`src/sub_unit_pkg.sv`:
```
// constants, types and register map for the subtract execution unit
// Function
// - width_select 0 gives 32-bit data and 1 gives 64-bit data, the width being 32 shifted left by that bit.
// - in the extended-register form an extend_shift_amount above four marks the instruction undefined.
// - extend option codes 000 to 011 zero-extend byte, halfword, word, doubleword; 100 to 111 sign-extend them.
// - the extended second operand is shifted left by extend_shift_amount (0 to 4) before subtracting.
// - the difference is first operand plus inverted second operand plus a carry-in of one, with no flags.
// - a first_source_index of 31 takes the first operand from the low data-width bits of the stack pointer.
// - a destination index of 31 writes the zero-extended result to the stack pointer, else the general register.
// - in the extended-register form a second_source_index of 31 reads the zero_register, value zero.
// - in the 64-bit extended form the second source is a 64-bit read only for option codes x11, else 32-bit.
// - the immediate form zero-extends twelve_bit_immediate, shifted left by 12 when immediate_shift_select is 1.
// - twelve_bit_immediate is an unsigned value from 0 to 4095.
// - with data_independent_timing_flag set, execution time does not depend on operand or flag values.
// - with data_independent_timing_flag set, exception response does not depend on operand or flag values.
package sub_unit_pkg;

  // ************************************************
  // datapath
  // ************************************************
  localparam int DATA_W = 64;
  localparam int IDX_W = 5;
  localparam int NARROW_W = 32;
  localparam logic [IDX_W-1:0] SP_INDEX = 5'h1f;
  localparam logic [2:0] MAX_EXT_SHIFT = 3'h4;
  localparam int IMM_SHIFT = 12;
  localparam int LATENCY = 2;
  localparam logic [DATA_W-1:0] NARROW_MASK = 64'h0000_0000_ffff_ffff;

  // ************************************************
  // register map
  // ************************************************
  localparam int ADDR_W = 8;
  localparam logic [ADDR_W-1:0] CTRL_OFFSET = 8'h00;
  localparam logic [ADDR_W-1:0] STATUS_OFFSET = 8'h04;
  localparam logic [ADDR_W-1:0] MASK_OFFSET = 8'h08;
  localparam logic [ADDR_W-1:0] COUNT_OFFSET = 8'h0c;
  localparam logic [ADDR_W-1:0] RESULT_LO_OFFSET = 8'h10;
  localparam logic [ADDR_W-1:0] RESULT_HI_OFFSET = 8'h14;
  localparam int CTRL_ENABLE_BIT = 0;
  localparam int CTRL_DIT_BIT = 1;
  localparam int EVT_DONE_BIT = 0;
  localparam int EVT_UNDEF_BIT = 1;
  localparam int EVT_W = 2;
  localparam logic [1:0] CTRL_RESET = 2'h1;
  localparam logic [EVT_W-1:0] MASK_RESET = 2'h0;
  localparam logic [1:0] RESP_OKAY = 2'h0;
  localparam logic [1:0] RESP_SLVERR = 2'h2;

  // ************************************************
  // bus states
  // ************************************************
  typedef enum logic [0:0] {WR_IDLE = 1'b0, WR_RESP = 1'b1} wr_state_t;
  typedef enum logic [0:0] {RD_IDLE = 1'b0, RD_DATA = 1'b1} rd_state_t;

endpackage

```
`src/operand_former.sv`:
```
// second operand forming: extension, shift and immediate
`timescale 1ns/10ps
module operand_former #(
  parameter int DATA_W = 64,
  parameter int IMM_W = 12
) (
  // selection
  input wire logic immediate_form,
  input wire logic width_select,
  input wire logic [2:0] extend_option,
  input wire logic [2:0] extend_shift_amount,
  input wire logic [4:0] second_source_index,
  input wire logic [IMM_W-1:0] twelve_bit_immediate,
  input wire logic immediate_shift_select,
  // value
  input wire logic [DATA_W-1:0] second_source_value,
  output logic [DATA_W-1:0] operand
);
  import sub_unit_pkg::*;

  logic [DATA_W-1:0] reg_value;
  logic [DATA_W-1:0] extended;
  logic [DATA_W-1:0] shifted;
  logic [DATA_W-1:0] imm_value;
  logic [DATA_W-1:0] width_mask;
  logic sign_ext;

  assign sign_ext = extend_option[2];
  assign width_mask = width_select ? {DATA_W{1'b1}} : NARROW_MASK;

  // zero register, then 32- or 64-bit read
  assign reg_value = (second_source_index == SP_INDEX) ? '0 :
                     (extend_option[1:0] == 2'b11) ? second_source_value :
                     (second_source_value & NARROW_MASK);

  // ************************************************
  // extension by size and sign
  // ************************************************
  always_comb
  begin
    case (extend_option[1:0])
      2'b00: extended = {{(DATA_W-8){sign_ext & reg_value[7]}}, reg_value[7:0]};
      2'b01: extended = {{(DATA_W-16){sign_ext & reg_value[15]}}, reg_value[15:0]};
      2'b10: extended = {{(DATA_W-32){sign_ext & reg_value[31]}}, reg_value[31:0]};
      default: extended = reg_value;
    endcase
  end

  assign shifted = extended << extend_shift_amount;
  // unsigned immediate, optionally moved up
  assign imm_value = immediate_shift_select ?
                     {{(DATA_W-IMM_W-IMM_SHIFT){1'b0}}, twelve_bit_immediate, {IMM_SHIFT{1'b0}}} :
                     {{(DATA_W-IMM_W){1'b0}}, twelve_bit_immediate};
  assign operand = (immediate_form ? imm_value : shifted) & width_mask;

endmodule // operand_former

```
`src/subtract_extended_immediate_unit.sv`:
```
// subtract execution unit with axi4-lite control and status
`timescale 1ns/10ps
module subtract_extended_immediate_unit #(
  parameter int DATA_W = 64,
  parameter int IMM_W = 12
) (
  // clock and reset
  input wire logic aclk,
  input wire logic aresetn,
  // issue
  input wire logic issue_valid,
  output logic issue_ready,
  input wire logic immediate_form,
  input wire logic width_select,
  input wire logic [2:0] extend_option,
  input wire logic [2:0] extend_shift_amount,
  input wire logic [IMM_W-1:0] twelve_bit_immediate,
  input wire logic immediate_shift_select,
  input wire logic [sub_unit_pkg::IDX_W-1:0] first_source_index,
  input wire logic [sub_unit_pkg::IDX_W-1:0] second_source_index,
  input wire logic [sub_unit_pkg::IDX_W-1:0] dest_index,
  input wire logic [DATA_W-1:0] first_source_value,
  input wire logic [DATA_W-1:0] second_source_value,
  input wire logic [DATA_W-1:0] stack_pointer_value,
  // write-back
  output logic wb_valid,
  output logic wb_write_enable,
  output logic wb_to_stack_pointer,
  output logic wb_undefined,
  output logic [sub_unit_pkg::IDX_W-1:0] wb_dest_index,
  output logic [DATA_W-1:0] wb_result,
  // interrupt
  output logic irq,
  // axi4-lite write
  input wire logic [sub_unit_pkg::ADDR_W-1:0] s_axi_awaddr,
  input wire logic s_axi_awvalid,
  output logic s_axi_awready,
  input wire logic [31:0] s_axi_wdata,
  input wire logic [3:0] s_axi_wstrb,
  input wire logic s_axi_wvalid,
  output logic s_axi_wready,
  output logic [1:0] s_axi_bresp,
  output logic s_axi_bvalid,
  input wire logic s_axi_bready,
  // axi4-lite read
  input wire logic [sub_unit_pkg::ADDR_W-1:0] s_axi_araddr,
  input wire logic s_axi_arvalid,
  output logic s_axi_arready,
  output logic [31:0] s_axi_rdata,
  output logic [1:0] s_axi_rresp,
  output logic s_axi_rvalid,
  input wire logic s_axi_rready
);
  import sub_unit_pkg::*;

  // ************************************************
  // declarations
  // ************************************************
  logic [1:0] ctrl_reg;
  logic [1:0] ctrl_next;
  logic [EVT_W-1:0] status_reg;
  logic [EVT_W-1:0] status_next;
  logic [EVT_W-1:0] mask_reg;
  logic [EVT_W-1:0] mask_next;
  logic [31:0] count_reg;
  logic [31:0] count_next;
  logic [DATA_W-1:0] last_reg;
  logic [DATA_W-1:0] last_next;

  logic s1_valid_reg;
  logic s1_undef_reg;
  logic s1_width_reg;
  logic [IDX_W-1:0] s1_dest_reg;
  logic [DATA_W-1:0] s1_op1_reg;
  logic [DATA_W-1:0] s1_op2_reg;

  logic wb_valid_reg;
  logic wb_write_reg;
  logic wb_sp_reg;
  logic wb_undef_reg;
  logic [IDX_W-1:0] wb_dest_reg;
  logic [DATA_W-1:0] wb_result_reg;

  wr_state_t wr_state_reg;
  wr_state_t wr_state_next;
  rd_state_t rd_state_reg;
  rd_state_t rd_state_next;
  logic aw_have_reg;
  logic w_have_reg;
  logic [ADDR_W-1:0] aw_addr_reg;
  logic [31:0] w_data_reg;
  logic w_strb0_reg;
  logic [1:0] bresp_reg;
  logic [31:0] rdata_reg;
  logic [1:0] rresp_reg;

  // ************************************************
  // issue and operand selection
  // ************************************************
  wire issue_fire;
  wire [DATA_W-1:0] width_mask;
  wire [DATA_W-1:0] op1_value;
  wire [DATA_W-1:0] op2_value;
  wire issue_undef;
  wire [DATA_W-1:0] difference;
  wire [DATA_W-1:0] result_value;

  assign issue_ready = ctrl_reg[CTRL_ENABLE_BIT];
  assign issue_fire = issue_valid & issue_ready;
  assign width_mask = width_select ? {DATA_W{1'b1}} : NARROW_MASK;
  assign op1_value = ((first_source_index == SP_INDEX) ? stack_pointer_value :
                      first_source_value) & width_mask;
  assign issue_undef = ~immediate_form & (extend_shift_amount > MAX_EXT_SHIFT);

  operand_former #(
    .DATA_W(DATA_W),
    .IMM_W(IMM_W)
  ) u_operand_former (
    .immediate_form(immediate_form),
    .width_select(width_select),
    .extend_option(extend_option),
    .extend_shift_amount(extend_shift_amount),
    .second_source_index(second_source_index),
    .twelve_bit_immediate(twelve_bit_immediate),
    .immediate_shift_select(immediate_shift_select),
    .second_source_value(second_source_value),
    .operand(op2_value)
  );

  // ************************************************
  // stage one: captured operands
  // ************************************************
  always_ff @(posedge aclk)
  begin
    if (!aresetn)
    begin
      s1_valid_reg <= 1'b0;
      s1_undef_reg <= 1'b0;
      s1_width_reg <= 1'b0;
      s1_dest_reg <= '0;
      s1_op1_reg <= '0;
      s1_op2_reg <= '0;
    end
    else
    begin
      s1_valid_reg <= issue_fire;
      s1_undef_reg <= issue_undef;
      s1_width_reg <= width_select;
      s1_dest_reg <= dest_index;
      s1_op1_reg <= op1_value;
      s1_op2_reg <= op2_value;
    end
  end

  // ************************************************
  // stage two: carry-in adder, no flags
  // ************************************************
  // one adder path for every operand value; no early exit
  assign difference = s1_op1_reg + ~s1_op2_reg + {{(DATA_W-1){1'b0}}, 1'b1};
  assign result_value = difference & (s1_width_reg ? {DATA_W{1'b1}} : NARROW_MASK);

  always_ff @(posedge aclk)
  begin
    if (!aresetn)
    begin
      wb_valid_reg <= 1'b0;
      wb_write_reg <= 1'b0;
      wb_sp_reg <= 1'b0;
      wb_undef_reg <= 1'b0;
      wb_dest_reg <= '0;
      wb_result_reg <= '0;
    end
    else
    begin
      wb_valid_reg <= s1_valid_reg;
      wb_write_reg <= s1_valid_reg & ~s1_undef_reg;
      wb_sp_reg <= s1_valid_reg & ~s1_undef_reg & (s1_dest_reg == SP_INDEX);
      wb_undef_reg <= s1_valid_reg & s1_undef_reg;
      wb_dest_reg <= s1_dest_reg;
      wb_result_reg <= result_value;
    end
  end

  assign wb_valid = wb_valid_reg;
  assign wb_write_enable = wb_write_reg;
  assign wb_to_stack_pointer = wb_sp_reg;
  assign wb_undefined = wb_undef_reg;
  assign wb_dest_index = wb_dest_reg;
  assign wb_result = wb_result_reg;

  // ************************************************
  // events, counter and interrupt
  // ************************************************
  wire [EVT_W-1:0] events;
  wire write_do;
  wire [ADDR_W-1:0] wr_addr;
  wire [31:0] wr_data;
  wire wr_strb0;
  wire wr_ctrl;
  wire wr_status;
  wire wr_mask;
  wire wr_hit;

  assign events = {s1_valid_reg & s1_undef_reg, s1_valid_reg & ~s1_undef_reg};
  // set beats clear in the same cycle
  assign status_next = (status_reg & ~((wr_status & wr_strb0) ? wr_data[EVT_W-1:0] : '0)) | events;
  assign ctrl_next = (wr_ctrl & wr_strb0) ? wr_data[1:0] : ctrl_reg;
  assign mask_next = (wr_mask & wr_strb0) ? wr_data[EVT_W-1:0] : mask_reg;
  assign count_next = events[EVT_DONE_BIT] ? count_reg + 32'h1 : count_reg;
  assign last_next = events[EVT_DONE_BIT] ? result_value : last_reg;
  assign irq = |(status_reg & mask_reg);

  always_ff @(posedge aclk)
  begin
    if (!aresetn)
    begin
      ctrl_reg <= CTRL_RESET;
      status_reg <= '0;
      mask_reg <= MASK_RESET;
      count_reg <= '0;
      last_reg <= '0;
    end
    else
    begin
      ctrl_reg <= ctrl_next;
      status_reg <= status_next;
      mask_reg <= mask_next;
      count_reg <= count_next;
      last_reg <= last_next;
    end
  end

  // ************************************************
  // axi4-lite write channel
  // ************************************************
  wire aw_take;
  wire w_take;
  wire aw_now;
  wire w_now;

  assign s_axi_awready = (wr_state_reg == WR_IDLE) & ~aw_have_reg;
  assign s_axi_wready = (wr_state_reg == WR_IDLE) & ~w_have_reg;
  assign aw_take = s_axi_awvalid & s_axi_awready;
  assign w_take = s_axi_wvalid & s_axi_wready;
  assign aw_now = aw_have_reg | aw_take;
  assign w_now = w_have_reg | w_take;
  assign write_do = (wr_state_reg == WR_IDLE) & aw_now & w_now;
  assign wr_addr = aw_have_reg ? aw_addr_reg : s_axi_awaddr;
  assign wr_data = w_have_reg ? w_data_reg : s_axi_wdata;
  assign wr_strb0 = w_have_reg ? w_strb0_reg : s_axi_wstrb[0];
  assign wr_ctrl = write_do & (wr_addr == CTRL_OFFSET);
  assign wr_status = write_do & (wr_addr == STATUS_OFFSET);
  assign wr_mask = write_do & (wr_addr == MASK_OFFSET);
  assign wr_hit = wr_ctrl | wr_status | wr_mask;

  always_comb
  begin
    wr_state_next = wr_state_reg;
    case (wr_state_reg)
      WR_IDLE:
        if (write_do)
          wr_state_next = WR_RESP;
      WR_RESP:
        if (s_axi_bready)
          wr_state_next = WR_IDLE;
      default:
        wr_state_next = WR_IDLE;
    endcase
  end

  always_ff @(posedge aclk)
  begin
    if (!aresetn)
    begin
      wr_state_reg <= WR_IDLE;
      aw_have_reg <= 1'b0;
      w_have_reg <= 1'b0;
      aw_addr_reg <= '0;
      w_data_reg <= '0;
      w_strb0_reg <= 1'b0;
      bresp_reg <= RESP_OKAY;
    end
    else
    begin
      wr_state_reg <= wr_state_next;
      aw_have_reg <= aw_now & ~write_do;
      w_have_reg <= w_now & ~write_do;
      if (aw_take)
        aw_addr_reg <= s_axi_awaddr;
      if (w_take)
      begin
        w_data_reg <= s_axi_wdata;
        w_strb0_reg <= s_axi_wstrb[0];
      end
      if (write_do)
        bresp_reg <= wr_hit ? RESP_OKAY : RESP_SLVERR;
    end
  end

  assign s_axi_bvalid = (wr_state_reg == WR_RESP);
  assign s_axi_bresp = bresp_reg;

  // ************************************************
  // axi4-lite read channel
  // ************************************************
  wire ar_take;
  wire rd_ctrl;
  wire rd_status;
  wire rd_mask;
  wire rd_count;
  wire rd_lo;
  wire rd_hi;
  wire rd_hit;
  wire [31:0] rd_value;

  assign s_axi_arready = (rd_state_reg == RD_IDLE);
  assign ar_take = s_axi_arvalid & s_axi_arready;
  assign rd_ctrl = (s_axi_araddr == CTRL_OFFSET);
  assign rd_status = (s_axi_araddr == STATUS_OFFSET);
  assign rd_mask = (s_axi_araddr == MASK_OFFSET);
  assign rd_count = (s_axi_araddr == COUNT_OFFSET);
  assign rd_lo = (s_axi_araddr == RESULT_LO_OFFSET);
  assign rd_hi = (s_axi_araddr == RESULT_HI_OFFSET);
  assign rd_hit = rd_ctrl | rd_status | rd_mask | rd_count | rd_lo | rd_hi;
  assign rd_value = rd_ctrl ? {30'h0, ctrl_reg} :
                    rd_status ? {30'h0, status_reg} :
                    rd_mask ? {30'h0, mask_reg} :
                    rd_count ? count_reg :
                    rd_lo ? last_reg[31:0] :
                    rd_hi ? last_reg[DATA_W-1:32] :
                    32'h0;

  always_comb
  begin
    rd_state_next = rd_state_reg;
    case (rd_state_reg)
      RD_IDLE:
        if (ar_take)
          rd_state_next = RD_DATA;
      RD_DATA:
        if (s_axi_rready)
          rd_state_next = RD_IDLE;
      default:
        rd_state_next = RD_IDLE;
    endcase
  end

  always_ff @(posedge aclk)
  begin
    if (!aresetn)
    begin
      rd_state_reg <= RD_IDLE;
      rdata_reg <= 32'h0;
      rresp_reg <= RESP_OKAY;
    end
    else
    begin
      rd_state_reg <= rd_state_next;
      if (ar_take)
      begin
        rdata_reg <= rd_value;
        rresp_reg <= rd_hit ? RESP_OKAY : RESP_SLVERR;
      end
    end
  end

  assign s_axi_rvalid = (rd_state_reg == RD_DATA);
  assign s_axi_rdata = rdata_reg;
  assign s_axi_rresp = rresp_reg;

endmodule // subtract_extended_immediate_unit

```
`config.mk`:
```
export PLATFORM = sky130hd
export DESIGN_NAME = subtract_extended_immediate_unit
export DESIGN_NICKNAME = d
export VERILOG_FILES = /design/src/sub_unit_pkg.sv /design/src/operand_former.sv /design/src/subtract_extended_immediate_unit.sv
export SDC_FILE = /design/constraint.sdc
export NUM_CORES = 1
export LEC_CHECK = 0
export BUFFER_PORTS_ARGS = -buffer_cell sky130_fd_sc_hd__buf_2
export CAP_MARGIN = 20
export CORE_AREA = 4 4 211 213
export CTS_BUF_LIST = sky130_fd_sc_hd__clkbuf_4 sky130_fd_sc_hd__clkbuf_8
export DETAILED_ROUTE_END_ITERATION = 6
export DIE_AREA = 0 0 215 217
export GPL_TIMING_DRIVEN = 0
export PLACE_DENSITY = 0.67
export SLEW_MARGIN = 20
export SYNTH_ARGS = -nofsm -noshare
export SYNTH_HDL_FRONTEND = slang
export SYNTH_SLANG_ARGS = --single-unit
```
`constraint.sdc`:
```
create_clock -name aclk -period 3.9 [get_ports aclk]
set_input_delay 0.39 -clock aclk [delete_from_list [all_inputs] [get_ports aclk]]
set_output_delay 0.39 -clock aclk [all_outputs]
set_load 0.01 [all_outputs]
```
==> run metrics <==
status=complete, no violations; Area after DPL=21500 µm²; P_int=6.99 mW; final hold violations=0; detailed-router iteration count before antenna repair=5; Num CTS Buffers=55; f_max=271 MHz; Setup TNS Final=0 ps; clk_lat worst skew=620 ps; # H-tree levels=2; WP data arrival=4240 ps; initial antenna violation count=2; Slew headroom=0.410; Sw Share=0.300; Critical Path Sink Type=flip-flop; core footprint=42700 µm²; DR WL/cell=19.5 µm; share of the yosys chip area belonging to registers=0.380; DR vias/cell=5.42; Final min period=3690 ps; worst-path fanout max=4; CP Launch Type=flip-flop; Die H=217 µm; Logic pwr share=0.226; register bit total from synthesis=360; I/O pin total=404; Fin Clk Skew=19.9 ps; Mapped Cells=2417; Netlist cell types=79; register share of total power=0.399; CTS tree=yes; Max-Cap Viols=0; period utilization=0.947; clk root buf=clkbuf_8; nets=3213; Post-synth EDFFs=0; Peak VDD IR=265 µV; P_sw=2.99 mW; Post-route DRC=0; synthesized area=19000 µm²; ant diodes=0; power per cell area=433 nW/µm²; HPWL Detailed=55.1 mm; RSZ-0062 raised after global routing=false; Leak=10.1 nW; Initial Util=0.444; via count=18700; clk sink count=360; GPL Wtd Cong=0.960; Die W=215 µm; worst min path class=input pin to flip-flop; P&R area growth vs syn=21.6%; DRT iter0 DRCs=1453; Final Cell Area=23100 µm²; Setup CP Type=flip-flop to flip-flop; Max Slew Vio Count=0; I/O Buffers=362; postcts setup bufs=0; ys async rst share=0; Worst-Margin Slew=882 ps; CP required=4450 ps; clock share of power=0.374; number of global-route vias before repair=18500; Die Footprint=46700 µm²; antenna-violating nets left=0; first-pass GRT wire length=103 mm; share of cells above drive strength 1=0.190; GRT Resource Usage Total=0.276; WHS=29.6 ps; row count=76; largest net degree at the start of global routing=15; total congestion overflow=0; Routed WL=67.4 mm; CTS clk-pin slew, worst paths=60 ps; Primary FF master, synth=dfxtp_1; final setup violation count=0; syn_area_per_cell=7.85 µm²; Yosys warnings=0; Longest Clk Path Bufs=3
[kinds of logic (layout without fill, tap and decap cells)]
family,Yosys count,count (layout),share of synthesized area
and+or+nand+nor,877,877,0.202
buffers and inverters,252,739,0.0507
muxes,133,133,0.0794
adders and majority gates,65,65,0.0433
other,1,2,0.000198
DFF,360,360,0.380
xor gates and xnor gates,85,85,0.0393
AOI/OAI and AO/OA,644,644,0.205
[Yosys cell counts, types with 29 or more instances]
cell type | n | area [µm²]
nand3_1 | 29 | 145
o21ai_0 | 130 | 651
inv_1 | 94 | 353
a21oi_1 | 267 | 1340
dfxtp_1 | 360 | 7210
mux2i_1 | 83 | 831
xnor2_1 | 45 | 394
a211oi_1 | 37 | 278
a22oi_1 | 32 | 240
clkbuf_1 | 135 | 507
ha_1 | 64 | 801
xor2_1 | 40 | 350
nor2_1 | 259 | 972
mux2_2 | 40 | 450
and2_1 | 48 | 300
nand2_1 | 397 | 1490
[what timing repair did]
action	CTS	global route
endpoints found under the hold margin	19	0
hold buffers	23	0
endpoints found under the setup margin	0	6
gates resized for setup	0	2
[stage by stage]
step	cells	power, mW	setup slack (ps)	utilization
final	3451	9.98	206	0.540
after global routing	3451	10.4	72.3	0.540
after CTS	3451	10.0	91.0	0.540
after detailed placement	3326	6.26	131	0.503
after global placement	3326	6.25	295	0.503
after floorplan	2418	5.47	983	-
[cells in the final DEF, fill, tap and decap left out, drive strengths merged, types with 40 or more instances in the layout]
master,instances
a21oi,269
and2,49
buf,383
clkbuf,222
dfxtp,360
ha,64
inv,97
mux2,40
mux2i,83
nand2,397
nor2,259
o21ai,153
xnor2,45
xor2,40
[power groups by stage]
stage	sequential [mW]	combinational, mW	clock (mW)
2_1_floorplan	4.07	1.39	0
3_3_place_gp	4.06	2.18	0
3_5_place_dp	4.07	2.20	0
4_1_cts	3.99	2.23	3.79
5_1_grt	4.00	2.47	3.97
6_report	3.99	2.26	3.73
[critical path, stage by stage (launching register included)]
cell and delay (ps):
dfxtp_1 310, inv_1 40, ha_1 260, fa_1 420
nor2b_1 180, o31ai_1 120, o2bb2ai_1 230, o31ai_2 410
a21oi_2 190, or4_4 540, and2_4 200, xnor2_1 380
nand2_1 180, a21boi_1 170
[final timing paths]
kind                                 from             end  slack [ps]  depth (start not counted)
setup / recovery            s1_op1_reg[0]    last_reg[30]         210                         13
hold / removal    stack_pointer_value[59]  s1_op1_reg[59]          30                          3
setup reg to reg            s1_op1_reg[0]    last_reg[30]         210                         13
hold reg to reg              last_reg[48]    last_reg[48]         460                          2
[metal layers]
| layer | track usage | part of all wire | vias up |
|---|---|---|---|
| li1 | - | - | 9231 |
| met1 | 0.357 | 0.43 | 8618 |
| met2 | 0.469 | 0.47 | 719 |
| met3 | 0.0398 | 0.058 | 141 |
| met4 | 0.107 | 0.039 | 2 |
| met5 | 0 | 0.00019 | - |
[cell type report]
type                    instances  area [µm²]
plain buffers                 156         601
clock buffers                  87        1130
clock inverters                15         236
repair buffers                385        2040
inverters                      96         360
multi-input cells            1806       10800
fillers                      4129       19600
flip-flops and latches        360        7210
well taps                     546         683
(Power assumes the default switching activity.)
